==> config.mk <==
export PLATFORM = sky130hd
export DESIGN_NAME = cdrcs_control_status
export DESIGN_NICKNAME = d
export VERILOG_FILES = /design/src/rtl/cdrcs_pkg.sv /design/src/rtl/cdrcs_flag_latch.sv /design/src/rtl/cdrcs_control_status.sv
export SDC_FILE = /design/constraint.sdc
export NUM_CORES = 1
export LEC_CHECK = 0
export ABC_AREA = 1
export BUFFER_PORTS_ARGS = -buffer_cell sky130_fd_sc_hd__buf_4
export CAP_MARGIN = 30
export CELL_PAD_IN_SITES_DETAIL_PLACEMENT = 0
export CELL_PAD_IN_SITES_GLOBAL_PLACEMENT = 1
export CORE_ASPECT_RATIO = 1.2
export CORE_MARGIN = 4
export CORE_UTILIZATION = 47
export DETAILED_ROUTE_END_ITERATION = 7
export PLACE_DENSITY = 0.87
export SLEW_MARGIN = 0
export SYNTH_ARGS = -nofsm -noshare
export SYNTH_HDL_FRONTEND = slang
export SYNTH_HIERARCHICAL = 1
export SYNTH_SLANG_ARGS = --single-unit
==> constraint.sdc <==
create_clock -name i_ref_clk -period 4.35 [get_ports i_ref_clk]
set_input_delay 0.87 -clock i_ref_clk [delete_from_list [all_inputs] [get_ports i_ref_clk]]
set_output_delay 0.87 -clock i_ref_clk [all_outputs]
set_load 0.005 [all_outputs]
==> src/rtl/cdrcs_pkg.sv <==
package cdrcs_pkg;

    // register offsets
    localparam logic [7:0] OFS_TX_CTRL = 8'h13;
    localparam logic [7:0] OFS_RSVD_FIRST = 8'h14;
    localparam logic [7:0] OFS_RSVD_LAST = 8'h27;
    localparam logic [7:0] OFS_CONV_HIGH = 8'h28;
    localparam logic [7:0] OFS_CONV_LOW = 8'h29;
    localparam logic [7:0] OFS_RX_STATUS = 8'h2a;

    // reset and fill values
    localparam logic [7:0] TX_CTRL_RESET = 8'h00;
    localparam logic [7:0] READ_ZERO = 8'h00;

    // transmit recovery control fields
    localparam int CTRL_MODE_HI = 7;
    localparam int CTRL_MODE_LO = 6;
    localparam int CTRL_FORCE_ON = 5;
    localparam int CTRL_FORCE_OFF = 4;
    localparam int CTRL_QUICK_OFF = 3;
    localparam int CTRL_DIV_HI = 2;
    localparam int CTRL_DIV_LO = 0;
    localparam logic [1:0] MODE_AUTO = 2'h0;
    localparam logic [1:0] MODE_FIXED_LOW = 2'h1;
    localparam logic [1:0] MODE_FIXED_HIGH = 2'h2;
    localparam logic [2:0] DIV_FULL = 3'h0;
    localparam logic [2:0] DIV_MAX_CODE = 3'h5;

    // receive status fields
    localparam int ST_UNLOCKED_LIVE = 7;
    localparam int ST_LOCK_LATCHED = 6;
    localparam int ST_LOST_LIVE = 5;
    localparam int ST_LOST_LATCHED = 4;

    // converter result split
    localparam int CONV_W = 10;
    localparam int CONV_LOW_BITS = 2;

    // serial framing
    localparam logic [3:0] BITS_PER_BYTE = 4'h8;

    typedef enum logic [1:0] {
        CDRCS_AUTO,
        CDRCS_FIXED_LOW,
        CDRCS_FIXED_HIGH,
        CDRCS_TEST
    } cdrcs_rate_mode_t;

    typedef struct packed {
        cdrcs_rate_mode_t mode;
        logic detector_on;
        logic quick_acquire;
        logic [2:0] div_log2;
    } cdrcs_cdr_ctrl_t;

    typedef struct packed {
        logic unlocked;
        logic signal_lost;
    } cdrcs_rx_live_t;

endpackage

==> src/rtl/cdrcs_flag_latch.sv <==
`timescale 1ns/1ps
`default_nettype none

module cdrcs_flag_latch #(
    parameter logic ACTIVE = 1'b1
) (
    // clock, reset, enable
    input wire logic i_ref_clk,
    input wire logic i_rst_sync_b,
    input wire logic i_clk_en,
    // live flag and read strobe
    input wire logic i_live,
    input wire logic i_read_clear,
    // sticky copy
    output logic o_latched
);

    logic live_q;
    logic next_live_q;
    logic next_latched;

    always_comb begin
        next_live_q = i_live;
        next_latched = o_latched;
        // a read re-arms the latch from the live level
        if (i_read_clear) begin
            next_latched = i_live;
        end
        // an edge in the read cycle still lands: set beats clear
        if (i_live == ACTIVE && live_q != ACTIVE) begin
            next_latched = ACTIVE;
        end
    end

    always_ff @(posedge i_ref_clk or negedge i_rst_sync_b) begin
        if (!i_rst_sync_b) begin
            live_q <= 1'b0;
            o_latched <= 1'b0;
        end else if (i_clk_en) begin
            live_q <= next_live_q;
            o_latched <= next_latched;
        end
    end
endmodule

`default_nettype wire

==> src/rtl/cdrcs_control_status.sv <==
`timescale 1ns/1ps
`default_nettype none

// Summary of operation
// - mode field 00 auto rate, 01 fixed 10.3G, 10 fixed 11.1G.
// - force-on bit 5 keeps the rate detector enabled unless force-off bit 4 is also set.
// - force-off bit 4 keeps the rate detector always disabled.
// - bit 3 low gives fast-lock acquisition; bit 3 high turns it off.
// - divider 000 full rate; 001..101 divide by 2, 4, 8, 16, 32.
// - converter result bits 9:2 in high register, 1:0 in low, rest zero.
// - status bit 7 shows live unlocked state of receive recovery.
// - status bit 6 latches low on lock edge; read re-arms it.
// - status bit 4 latches high on loss edge; read re-arms it.
// - locations 20..39 are reserved, no function, left untouched.
module cdrcs_control_status
    import cdrcs_pkg::*;
#(
    parameter logic [6:0] DEV_ADDR = 7'h2c  // arbitrary value
) (
    // clock, reset, enable
    input wire logic i_ref_clk,
    input wire logic i_rst_b,
    input wire logic i_clk_en,
    // two-wire serial port
    input wire logic i_scl,
    input wire logic i_sda,
    output logic o_sda_out,
    output logic o_sda_oe,
    // converter and receive status
    input wire logic [CONV_W-1:0] i_conv_result,
    input wire cdrcs_rx_live_t i_rx_live,
    input wire logic i_fd_auto_on,
    // recovery control
    output cdrcs_cdr_ctrl_t o_cdr_ctrl
);

    typedef enum logic [3:0] {
        ST_IDLE,
        ST_ADDR,
        ST_ADDR_ACK,
        ST_REG,
        ST_REG_ACK,
        ST_WDATA,
        ST_WDATA_ACK,
        ST_RDATA,
        ST_RDATA_ACK
    } cdrcs_ser_state_t;

    ////////////////////////////////////////////////////////////////////////
    // reset release
    logic rst_meta_b;
    logic rst_sync_b;

    always_ff @(posedge i_ref_clk or negedge i_rst_b) begin
        if (!i_rst_b) begin
            rst_meta_b <= 1'b0;
            rst_sync_b <= 1'b0;
        end else begin
            rst_meta_b <= 1'b1;
            rst_sync_b <= rst_meta_b;
        end
    end

    ////////////////////////////////////////////////////////////////////////
    // serial slave
    cdrcs_ser_state_t state;
    cdrcs_ser_state_t next_state;
    logic scl_q;
    logic sda_q;
    logic [3:0] bit_cnt;
    logic [3:0] next_bit_cnt;
    logic [7:0] shifter;
    logic [7:0] next_shifter;
    logic [7:0] ptr;
    logic [7:0] next_ptr;
    logic rw;
    logic next_rw;
    logic sda_oe;
    logic next_sda_oe;
    logic wr_stb;
    logic rd_load;
    logic [7:0] read_byte;
    logic scl_rise;
    logic scl_fall;
    logic start_seen;
    logic stop_seen;
    logic status_clr;
    logic lock_latched;
    logic lost_latched;
    logic [7:0] tx_ctrl;

    assign scl_rise = i_scl && !scl_q;
    assign scl_fall = !i_scl && scl_q;
    assign start_seen = scl_q && i_scl && sda_q && !i_sda;
    assign stop_seen = scl_q && i_scl && !sda_q && i_sda;
    assign status_clr = rd_load && ptr == OFS_RX_STATUS;

    always_comb begin
        next_state = state;
        next_bit_cnt = bit_cnt;
        next_shifter = shifter;
        next_ptr = ptr;
        next_rw = rw;
        next_sda_oe = sda_oe;
        wr_stb = 1'b0;
        rd_load = 1'b0;
        if (start_seen) begin
            next_state = ST_ADDR;
            next_bit_cnt = 4'h0;
            next_sda_oe = 1'b0;
        end else if (stop_seen) begin
            next_state = ST_IDLE;
            next_sda_oe = 1'b0;
        end else begin
            case (state)
                ST_ADDR, ST_REG, ST_WDATA: begin
                    if (scl_rise) begin
                        next_shifter = {shifter[6:0], i_sda};
                        next_bit_cnt = bit_cnt + 4'h1;
                    end else if (scl_fall && bit_cnt == BITS_PER_BYTE) begin
                        next_bit_cnt = 4'h0;
                        next_sda_oe = 1'b1;
                        case (state)
                            ST_ADDR: begin
                                if (shifter[7:1] == DEV_ADDR) begin
                                    next_rw = shifter[0];
                                    next_state = ST_ADDR_ACK;
                                end else begin
                                    next_state = ST_IDLE;
                                    next_sda_oe = 1'b0;
                                end
                            end
                            ST_REG: begin
                                next_ptr = shifter;
                                next_state = ST_REG_ACK;
                            end
                            default: begin
                                wr_stb = 1'b1;
                                next_ptr = ptr + 8'h01;
                                next_state = ST_WDATA_ACK;
                            end
                        endcase
                    end
                end
                ST_ADDR_ACK, ST_REG_ACK, ST_WDATA_ACK, ST_RDATA_ACK: begin
                    // a master nack ends the read burst
                    if (state == ST_RDATA_ACK && scl_rise && i_sda) begin
                        next_state = ST_IDLE;
                    end else if (scl_fall) begin
                        next_sda_oe = 1'b0;
                        if (state == ST_REG_ACK || state == ST_WDATA_ACK) begin
                            next_state = ST_WDATA;
                        end else if (state == ST_ADDR_ACK && !rw) begin
                            next_state = ST_REG;
                        end else begin
                            rd_load = 1'b1;
                            next_shifter = {read_byte[6:0], 1'b0};
                            next_sda_oe = !read_byte[7];
                            next_bit_cnt = 4'h1;
                            next_ptr = ptr + 8'h01;
                            next_state = ST_RDATA;
                        end
                    end
                end
                ST_RDATA: begin
                    if (scl_fall) begin
                        if (bit_cnt == BITS_PER_BYTE) begin
                            next_sda_oe = 1'b0;
                            next_bit_cnt = 4'h0;
                            next_state = ST_RDATA_ACK;
                        end else begin
                            next_sda_oe = !shifter[7];
                            next_shifter = {shifter[6:0], 1'b0};
                            next_bit_cnt = bit_cnt + 4'h1;
                        end
                    end
                end
                default: next_state = ST_IDLE;
            endcase
        end
    end

    always_ff @(posedge i_ref_clk or negedge rst_sync_b) begin
        if (!rst_sync_b) begin
            state <= ST_IDLE;
            scl_q <= 1'b1;
            sda_q <= 1'b1;
            bit_cnt <= 4'h0;
            shifter <= 8'h00;
            ptr <= 8'h00;
            rw <= 1'b0;
            sda_oe <= 1'b0;
        end else if (i_clk_en) begin
            state <= next_state;
            scl_q <= i_scl;
            sda_q <= i_sda;
            bit_cnt <= next_bit_cnt;
            shifter <= next_shifter;
            ptr <= next_ptr;
            rw <= next_rw;
            sda_oe <= next_sda_oe;
        end
    end

    // open drain: the pin is only ever pulled low
    assign o_sda_out = 1'b0;
    assign o_sda_oe = sda_oe;

    ////////////////////////////////////////////////////////////////////////
    // read map; converter halves are live, so a slow reader can tear them
    always_comb begin
        read_byte = READ_ZERO;
        case (ptr)
            OFS_TX_CTRL: read_byte = tx_ctrl;
            OFS_CONV_HIGH: begin
                read_byte = i_conv_result[CONV_W-1:CONV_LOW_BITS];
            end
            OFS_CONV_LOW: begin
                read_byte[CONV_LOW_BITS-1:0] =
                    i_conv_result[CONV_LOW_BITS-1:0];
            end
            OFS_RX_STATUS: begin
                read_byte[ST_UNLOCKED_LIVE] = i_rx_live.unlocked;
                read_byte[ST_LOCK_LATCHED] = lock_latched;
                read_byte[ST_LOST_LIVE] = i_rx_live.signal_lost;
                read_byte[ST_LOST_LATCHED] = lost_latched;
            end
            default: read_byte = READ_ZERO;
        endcase
    end

    cdrcs_flag_latch #(.ACTIVE(1'b0)) u_lock_latch (
        .i_ref_clk(i_ref_clk),
        .i_rst_sync_b(rst_sync_b),
        .i_clk_en(i_clk_en),
        .i_live(i_rx_live.unlocked),
        .i_read_clear(status_clr),
        .o_latched(lock_latched)
    );

    cdrcs_flag_latch #(.ACTIVE(1'b1)) u_lost_latch (
        .i_ref_clk(i_ref_clk),
        .i_rst_sync_b(rst_sync_b),
        .i_clk_en(i_clk_en),
        .i_live(i_rx_live.signal_lost),
        .i_read_clear(status_clr),
        .o_latched(lost_latched)
    );

    ////////////////////////////////////////////////////////////////////////
    // control register and decode
    logic [7:0] next_tx_ctrl;
    cdrcs_cdr_ctrl_t next_cdr_ctrl;
    logic [2:0] div_code;

    assign div_code = tx_ctrl[CTRL_DIV_HI:CTRL_DIV_LO];

    always_comb begin
        next_tx_ctrl = tx_ctrl;
        if (wr_stb && ptr == OFS_TX_CTRL)
            next_tx_ctrl = shifter;
        case (tx_ctrl[CTRL_MODE_HI:CTRL_MODE_LO])
            MODE_AUTO: next_cdr_ctrl.mode = CDRCS_AUTO;
            MODE_FIXED_LOW: next_cdr_ctrl.mode = CDRCS_FIXED_LOW;
            MODE_FIXED_HIGH: next_cdr_ctrl.mode = CDRCS_FIXED_HIGH;
            default: next_cdr_ctrl.mode = CDRCS_TEST;
        endcase
        // force-off wins when both force bits are set, the safer state
        if (tx_ctrl[CTRL_FORCE_OFF])
            next_cdr_ctrl.detector_on = 1'b0;
        else if (tx_ctrl[CTRL_FORCE_ON])
            next_cdr_ctrl.detector_on = 1'b1;
        else
            next_cdr_ctrl.detector_on = i_fd_auto_on;
        next_cdr_ctrl.quick_acquire = !tx_ctrl[CTRL_QUICK_OFF];
        if (div_code <= DIV_MAX_CODE)
            next_cdr_ctrl.div_log2 = div_code;
        else
            next_cdr_ctrl.div_log2 = DIV_FULL;
    end

    always_ff @(posedge i_ref_clk or negedge rst_sync_b) begin
        if (!rst_sync_b) begin
            tx_ctrl <= TX_CTRL_RESET;
            o_cdr_ctrl <= '0;
        end else if (i_clk_en) begin
            tx_ctrl <= next_tx_ctrl;
            o_cdr_ctrl <= next_cdr_ctrl;
        end
    end
endmodule

`default_nettype wire

======== Word-level counts from Yosys, hierarchy flattened ========
Index checks and enable logic that the tools add are counted.
storage, ports and cells
  bits in registers ....................... 49
  latch bits .............................. 0
  RAM bits ................................ 0
  bits in read-only memories .............. 0
  input bits .............................. 18
  output and inout bits ................... 9
  memories kept ........................... 0
operators by class
  add/subtract/negate cells ............... 2
  multipliers ............................. 0
  divide/modulo/power cells ............... 0
  magnitude comparators ................... 1
  eq/ne operators ......................... 40
  shift-type cells ........................ 0
  muxes and demuxes ....................... 77
  bitwise logic cells ..................... 5
  reductions and logical operators ........ 43
operators with widths
  cell                                           count
  two-way mux 8 bit                              13
  two-way mux 4 bit                              18
  one-hot mux 4 bit (3 select lines)             3
  one-hot mux 8 bit (2 select lines)             2
  two-way mux 1 bit                              31
  inequality test 4 bit, second input constant   7
  == test 8 x 6 -> 1 bit, second input constant  3
  one-hot mux 8 bit (3 select lines)             1
  inequality test 2 bit, second input constant   11
  AND reduction 11 bit                           2
  == test 4 x 3 -> 1 bit, second input constant  4
  logical AND 1 bit                              15
  inequality test 3 bit, second input constant   5
  one-hot mux 2 bit (3 select lines)             2
  two-way mux 3 bit                              3
  AND reduction 9 bit                            1
  adder 8 x 1 -> 8 bit, second input constant    1
  == test 4 x 2 -> 1 bit, second input constant  2
  == test 4 bit, second input constant           2
  == test 8 x 5 -> 1 bit, second input constant  1
  zero test 1 bit                                8
  one-hot mux 4 bit (2 select lines)             1
  AND reduction 8 bit                            1
  == test 7 x 6 -> 1 bit, second input constant  1
  other kinds (22)                               30

======== Logic depth before layout (Yosys ltp) ========
  depth in word-level cells ............... 12
  depth in mapped cells ................... 13
  gate-level depth less buffers ........... 13

======== Cells and area by module ========
Netlist, hierarchy kept.
modules (own cells, without submodules)
  module                           instances  cells each  area an instance (um^2)  seq. area each (um^2)
  cdrcs_control_status             1          445         3047.9                   1128.6
  cdrcs_flag_latch (u_lock_latch)  1          11          96.3                     50.0
  cdrcs_flag_latch (u_lost_latch)  1          12          88.8                     50.0

======== Worst setup path before layout ========
No wires, ideal clock.
  path kind ............................... input to register
  start point ............................. input i_scl
  end point ............................... register u_lock_latch.o_latched
  data arrival time ....................... 1.866 ns
  slack ................................... 2.368 ns
  stages on the path ...................... 8
  buffers on the path ..................... 0
  cells stage by stage .................... nor2_1 > inv_1 > nor4_1 > inv_1 > nand2_1 > nand2_1 > nand2_1 > nand2_1
between the ends
  word-level cells in the longest chain between the ends .. 10
  elaborated cells on any way between the ends .. 18
  classes of those cells .................. mux: 5; reduce/logical: 13
RTL lines
  item                                                    line                                                      RTL
  start: declaration                                      cdrcs_control_status.sv:25                                input wire logic i_scl,
  zero test 1 bit or logical AND 1 bit (tied branches)    cdrcs_control_status.sv:93, cdrcs_control_status.sv:92
  logical AND 1 bit (on tied branches)                    cdrcs_control_status.sv:93, cdrcs_control_status.sv:147
  two-way mux 1 bit or logical AND 1 bit (tied branches)  cdrcs_control_status.sv:149, cdrcs_control_status.sv:147
  two-way mux 1 bit                                       cdrcs_control_status.sv:147                               if (state == ST_RDATA_ACK && scl_rise && i_sda) begin
  two-way mux 1 bit                                       cdrcs_control_status.sv:115                               case (state)
  two-way mux 1 bit                                       cdrcs_control_status.sv:111                               end else if (stop_seen) begin
  two-way mux 1 bit (*)                                   cdrcs_control_status.sv:107                               if (start_seen) begin
  logical AND 1 bit (*)                                   cdrcs_control_status.sv:96                                assign status_clr = rd_load && ptr == OFS_RX_STATUS;
  via status_clr                                          cdrcs_control_status.sv:87                                logic status_clr;
  nonzero test 2 bit (no source line) (*)                 -
  AND reduction 2 bit (no source line) (*)                -
  end signal: assignment                                  cdrcs_flag_latch.sv:41                                    o_latched <= next_latched;
  end: declaration                                        cdrcs_flag_latch.sv:15                                    output logic o_latched
The timed path passes the listed nets; every way through them passes the cells marked *.
A chain may end at the register's enable or synchronous reset.

======== Worst setup path after layout ========
  start point ............................. register ptr[4]
  end point ............................... register u_lock_latch.o_latched
between the ends
  word-level cells in the longest chain between the ends .. 4
RTL lines
  item                                  line                         RTL
  start: declaration                    cdrcs_control_status.sv:74   logic [7:0] ptr;
  start signal: assignment              cdrcs_control_status.sv:199  ptr <= next_ptr;
  == test 8 x 6 -> 1 bit                cdrcs_control_status.sv:96
  logical AND 1 bit                     cdrcs_control_status.sv:96
  via status_clr                        cdrcs_control_status.sv:87
  nonzero test 2 bit (no source line)   -
  AND reduction 2 bit (no source line)  -
The timed path passes the listed nets, and every way through them passes these cells.

==> results.py <==
metrics = {
    "timing": {
        "fin_worst_skew_ns": 0.009257,
        "setup_viol": 0,
        "setup_total_negative_slack_ns": 0,
        "hold_viol": 0,
        "final_max_tran_viols": 0,
        "setup_repair_after_global_routing_missed_its_margin": "no",
        "worst_margin_slew_ns": 0.6316,
        "fin_hold_ws_ns": 0.1603,
        "timing.final.crit_share": 0.5430,
        "setup_ws_ns": 1.988,
        "relSlewSlack": 0.5750,
        "timing.fmax_mhz": 423.4,
        "finalCriticalPeriod_ns": 2.362,
    },
    "status": {
        "outcome": "completed",
    },
    "final_layout": {
        "area_of_the_multi_input_gates_um2": 1710,
        "nNetsFinal": 514,
        "drive_gt1_frac": 0.1589,
        "finalNonFillerCells": 576,
        "layout-area-overhead-vs-synth_pct": 11.03,
        "post-route-util": 0.5467,
        "final-seq-area_um2": 1230,
        "layout.filler_cells": 689,
        "num_antenna_cells": 0,
    },
    "critical_path": {
        "cp_data_required_time_ns": 4.55,
        "timing.rr.end": "u_lock_latch/o_latched$_DFFE_PN0P_",
        "critPathLaunchType": "flop",
        "setup.worst_path.class": "reg2reg",
        "cp.arrival_ns": 2.57,
        "timing.reg2reg.worst_path_depth": 10,
        "kind_of_end_point_of_the_critical_path": "flop",
        "worstPathMaxFanout": 15,
        "timing.rr.start": "ptr[4]$_DFFE_PN0P_",
        "r2r_setup_slack_ns": 1.99,
    },
    "synthesis": {
        "synth_sequential_area_ratio": 0.3800,
        "synth_area_um2": 3233,
        "synthesis.yosys.warnings": 6,
        "gate_count_after_technology_mapping": 468,
        "syn-mean-instance-area_um2": 6.908,
        "ys_ff_latch": 49,
        "syn_nets": 492,
        "yosys.cell_types.count": 41,
    },
    "power_and_ir_drop": {
        "p_leak_uw": 0.001800,
        "switching_power_uw": 381.8,
        "peakVddDrop_v": 0.0001777,
        "cellPowerDensity_nw_per_um2": 323.7,
        "power_frac_clock": 0.293,
        "cell_internal_pwr_uw": 780.1,
        "sw_frac": 0.3286,
        "p_seq_frac": 0.488,
        "power.combinational.fraction": 0.219,
    },
    "floorplan": {
        "die_area_um2": 8275,
        "pin_count": 27,
        "initial_core_util": 0.4924,
        "die_height_um": 98.86,
        "design.core.area_um2": 6566,
        "die_w_um": 83.71,
        "placement_rows": 32,
    },
    "routing": {
        "post-route-drc-count": 0,
        "dr.pass1.iters": 5,
        "routed_wl_mm": 7.963,
        "drt-initial-drc-count": 214,
        "ant_nets": 0,
        "routedWlPerCell_um": 13.82,
        "drt-vias-per-instance": 5.068,
        "vias_after_detailed_routing": 2919,
    },
    "clock_tree": {
        "cts_hold_buffers": 0,
        "cts_made_buffers": 5,
        "deepest_level_of_the_cts_h_tree": 2,
        "cts.clk_slew.worst_paths_ns": 0.10,
        "clock-root-buffer": "sky130_fd_sc_hd__clkbuf_8",
        "post_cts_resize_count": 0,
        "postCtsSetupRepairBufs": 0,
        "clock_sink_count": 49,
        "tritoncts": "done",
        "worstSkewPairLatency_ns": 0.31,
        "cts_max_path_buffers": 2,
    },
    "global_route": {
        "wire_length_of_the_first_global_routing_pass_mm": 13.72,
        "largest_net_degree_at_the_start_of_global_routing": 37,
        "grt.total_usage": 0.2036,
        "grt_overflow_total": 0,
        "grt_busiest_layer": "met2",
        "use_met2": 0.3748,
        "grt_pass1_vias": 2945,
        "groute.layer.met1.usage": 0.2377,
        "gr-usage-met3": 0.03177,
        "grt_antenna_before_repair": 0,
    },
    "placement": {
        "hpwl_mm": 6.230,
        "gp_congestion": 0.8744,
        "placedCellCount": 568,
        "number_of_i_o_port_buffers": 25,
        "placement.setup.worst_slack_ns": 1.899,
    },
    "worst_hold_path": {
        "worst_hold_path_type": "reg2async",
    },
    "job": {
        "cap_viol_max_count": 0,
    },
}
==> cells in the mapped netlist <==
| library cell | count | area, µm² |
|---|---|---|
| sky130_fd_sc_hd__buf_4 | 1 | 7.510 |
| sky130_fd_sc_hd__nor2_2 | 5 | 31.28 |
| sky130_fd_sc_hd__nand3_1 | 60 | 300.3 |
| sky130_fd_sc_hd__xor2_1 | 2 | 17.52 |
| sky130_fd_sc_hd__buf_6 | 3 | 33.78 |
| sky130_fd_sc_hd__o21ai_0 | 26 | 130.1 |
| sky130_fd_sc_hd__clkbuf_2 | 1 | 5.000 |
| sky130_fd_sc_hd__nor3_2 | 1 | 10.01 |
| sky130_fd_sc_hd__nor2_4 | 4 | 45.04 |
| sky130_fd_sc_hd__nand2_4 | 1 | 11.26 |
| sky130_fd_sc_hd__inv_1 | 48 | 180.2 |
| sky130_fd_sc_hd__nor3_4 | 1 | 16.27 |
| sky130_fd_sc_hd__nand2_1 | 152 | 570.6 |
| sky130_fd_sc_hd__inv_4 | 1 | 6.260 |
| sky130_fd_sc_hd__inv_2 | 9 | 33.78 |
| sky130_fd_sc_hd__clkbuf_1 | 2 | 7.510 |
| sky130_fd_sc_hd__a21oi_1 | 3 | 15.01 |
| sky130_fd_sc_hd__o21ai_1 | 16 | 80.08 |
| sky130_fd_sc_hd__o21a_1 | 1 | 7.510 |
| sky130_fd_sc_hd__dfstp_2 | 2 | 52.55 |
| sky130_fd_sc_hd__o211ai_1 | 1 | 7.510 |
| sky130_fd_sc_hd__nand3_4 | 1 | 17.52 |
| sky130_fd_sc_hd__nor3_1 | 5 | 25.02 |
| sky130_fd_sc_hd__nand2_2 | 8 | 50.05 |
| sky130_fd_sc_hd__mux2_4 | 1 | 15.01 |
| sky130_fd_sc_hd__and2_4 | 1 | 8.760 |
| sky130_fd_sc_hd__nand3_2 | 2 | 20.02 |
| sky130_fd_sc_hd__a31o_2 | 1 | 8.760 |
| sky130_fd_sc_hd__o31ai_1 | 2 | 15.01 |
| sky130_fd_sc_hd__a31oi_1 | 1 | 6.260 |
| sky130_fd_sc_hd__nand4_1 | 7 | 43.79 |
| sky130_fd_sc_hd__nor4_1 | 1 | 6.260 |
| sky130_fd_sc_hd__nor2_1 | 34 | 127.6 |
| sky130_fd_sc_hd__nand3b_2 | 1 | 11.26 |
| sky130_fd_sc_hd__o21ai_2 | 1 | 8.760 |
| sky130_fd_sc_hd__or2_2 | 2 | 12.51 |
| sky130_fd_sc_hd__a21oi_2 | 1 | 8.760 |
| sky130_fd_sc_hd__dfrtp_1 | 47 | 1176 |
| sky130_fd_sc_hd__conb_1 | 2 | 7.510 |
| sky130_fd_sc_hd__ha_1 | 6 | 75.07 |
| sky130_fd_sc_hd__buf_2 | 4 | 20.02 |
==> critical path: stages, from the launching register on <==
cell                      delay (ns)
sky130_fd_sc_hd__dfrtp_1        0.43
sky130_fd_sc_hd__inv_2          0.13
sky130_fd_sc_hd__nand2_1        0.07
sky130_fd_sc_hd__nor2_2         0.51
sky130_fd_sc_hd__nand2_1        0.19
sky130_fd_sc_hd__nor4_1         0.61
sky130_fd_sc_hd__inv_1          0.08
sky130_fd_sc_hd__nand2_1        0.09
sky130_fd_sc_hd__nand2_1        0.05
sky130_fd_sc_hd__nand2_1        0.05
sky130_fd_sc_hd__nand2_1        0.04
==> registers in the layout, indices dropped and copies added, names as in the netlist <==
| name | count |
|---|---|
| bit_cnt | 4 |
| o_cdr_ctrl | 7 |
| o_sda_oe | 1 |
| ptr | 8 |
| rst_meta_b | 1 |
| rst_sync_b | 1 |
| rw | 1 |
| scl_q | 1 |
| sda_q | 1 |
| shifter | 8 |
| state | 4 |
| tx_ctrl | 8 |
| u_lock_latch/live_q | 1 |
| u_lock_latch/o_latched | 1 |
| u_lost_latch/live_q | 1 |
| u_lost_latch/o_latched | 1 |
==> per-layer routing <==
metal / part of all wire / routed length [µm]
met1: 0.44 / 3468
met2: 0.51 / 4094
met3: 0.030 / 237
met4: 0.020 / 162
met5: 0 / 0
==> power by group through the flow <==
stage	combinational, µW	clock (µW)	sequential (µW)
after global placement	247	0	580
after floorplan	177	0	565
after CTS	258	346	567
final	255	340	567
after detailed placement	256	0	574
after global routing	298	368	576
==> layout by cell type, fill, tap and decap left out, types with 2 or more instances in the layout <==
cell type / n
sky130_fd_sc_hd__o31ai_1: 2
sky130_fd_sc_hd__nand2_1: 152
sky130_fd_sc_hd__nor2_4: 4
sky130_fd_sc_hd__o21ai_1: 16
sky130_fd_sc_hd__nand3_1: 60
sky130_fd_sc_hd__a21oi_1: 3
sky130_fd_sc_hd__nor2_2: 5
sky130_fd_sc_hd__ha_1: 6
sky130_fd_sc_hd__clkbuf_8: 5
sky130_fd_sc_hd__dfstp_2: 2
sky130_fd_sc_hd__conb_1: 2
sky130_fd_sc_hd__or2_2: 2
sky130_fd_sc_hd__buf_4: 25
sky130_fd_sc_hd__nor3_1: 5
sky130_fd_sc_hd__nand2_2: 8
sky130_fd_sc_hd__nand3_2: 2
sky130_fd_sc_hd__xor2_1: 2
sky130_fd_sc_hd__inv_1: 48
sky130_fd_sc_hd__dfrtp_1: 46
sky130_fd_sc_hd__inv_2: 9
sky130_fd_sc_hd__o21ai_0: 26
sky130_fd_sc_hd__nor2_1: 34
sky130_fd_sc_hd__nand4_1: 7
==> final cells by class <==
type	count	area share
tap	85	0.02963
multi-input combinational	350	0.4765
timing repair buffer	26	0.05786
sequential	49	0.3426
clock inverter	3	0.01290
clock buffer	5	0.01917
inverter	58	0.06135
==> kinds of logic (layout without fill, tap and decap cells) <==
logic type               Yosys count  after routing  share of synthesized area
AO/OA/AOI/OAI                     53             53                    0.08901
XOR/XNOR                           2              2                   0.005419
adder cells (fa/ha/maj)            6              6                    0.02322
buffers and inverters             69             92                    0.09094
flip-flops                        49             49                     0.3800
multiplexers                       1              1                   0.004643
other                              2              2                   0.002323
AND/OR/NAND/NOR                  286            286                     0.4044
==> worst max path at each step <==
stage                             from                                  to
detailed placement               i_scl  u_lock_latch/o_latched$_DFFE_PN0P_
global route        ptr[4]$_DFFE_PN0P_  u_lock_latch/o_latched$_DFFE_PN0P_
CTS                 ptr[0]$_DFFE_PN0P_  u_lock_latch/o_latched$_DFFE_PN0P_
floorplan                        i_scl  u_lock_latch/o_latched$_DFFE_PN0P_
global placement                 i_scl  u_lock_latch/o_latched$_DFFE_PN0P_
finish              ptr[4]$_DFFE_PN0P_  u_lock_latch/o_latched$_DFFE_PN0P_
==> stage by stage <==
stage	total power [µW]	instance area [µm²]
final	1162	3590
after global routing	1241	3590
after CTS	1170	3590
after detailed placement	830.1	3475
after global placement	827.2	3455
after floorplan	741.8	3233
Power figures use the tool's default switching activity.
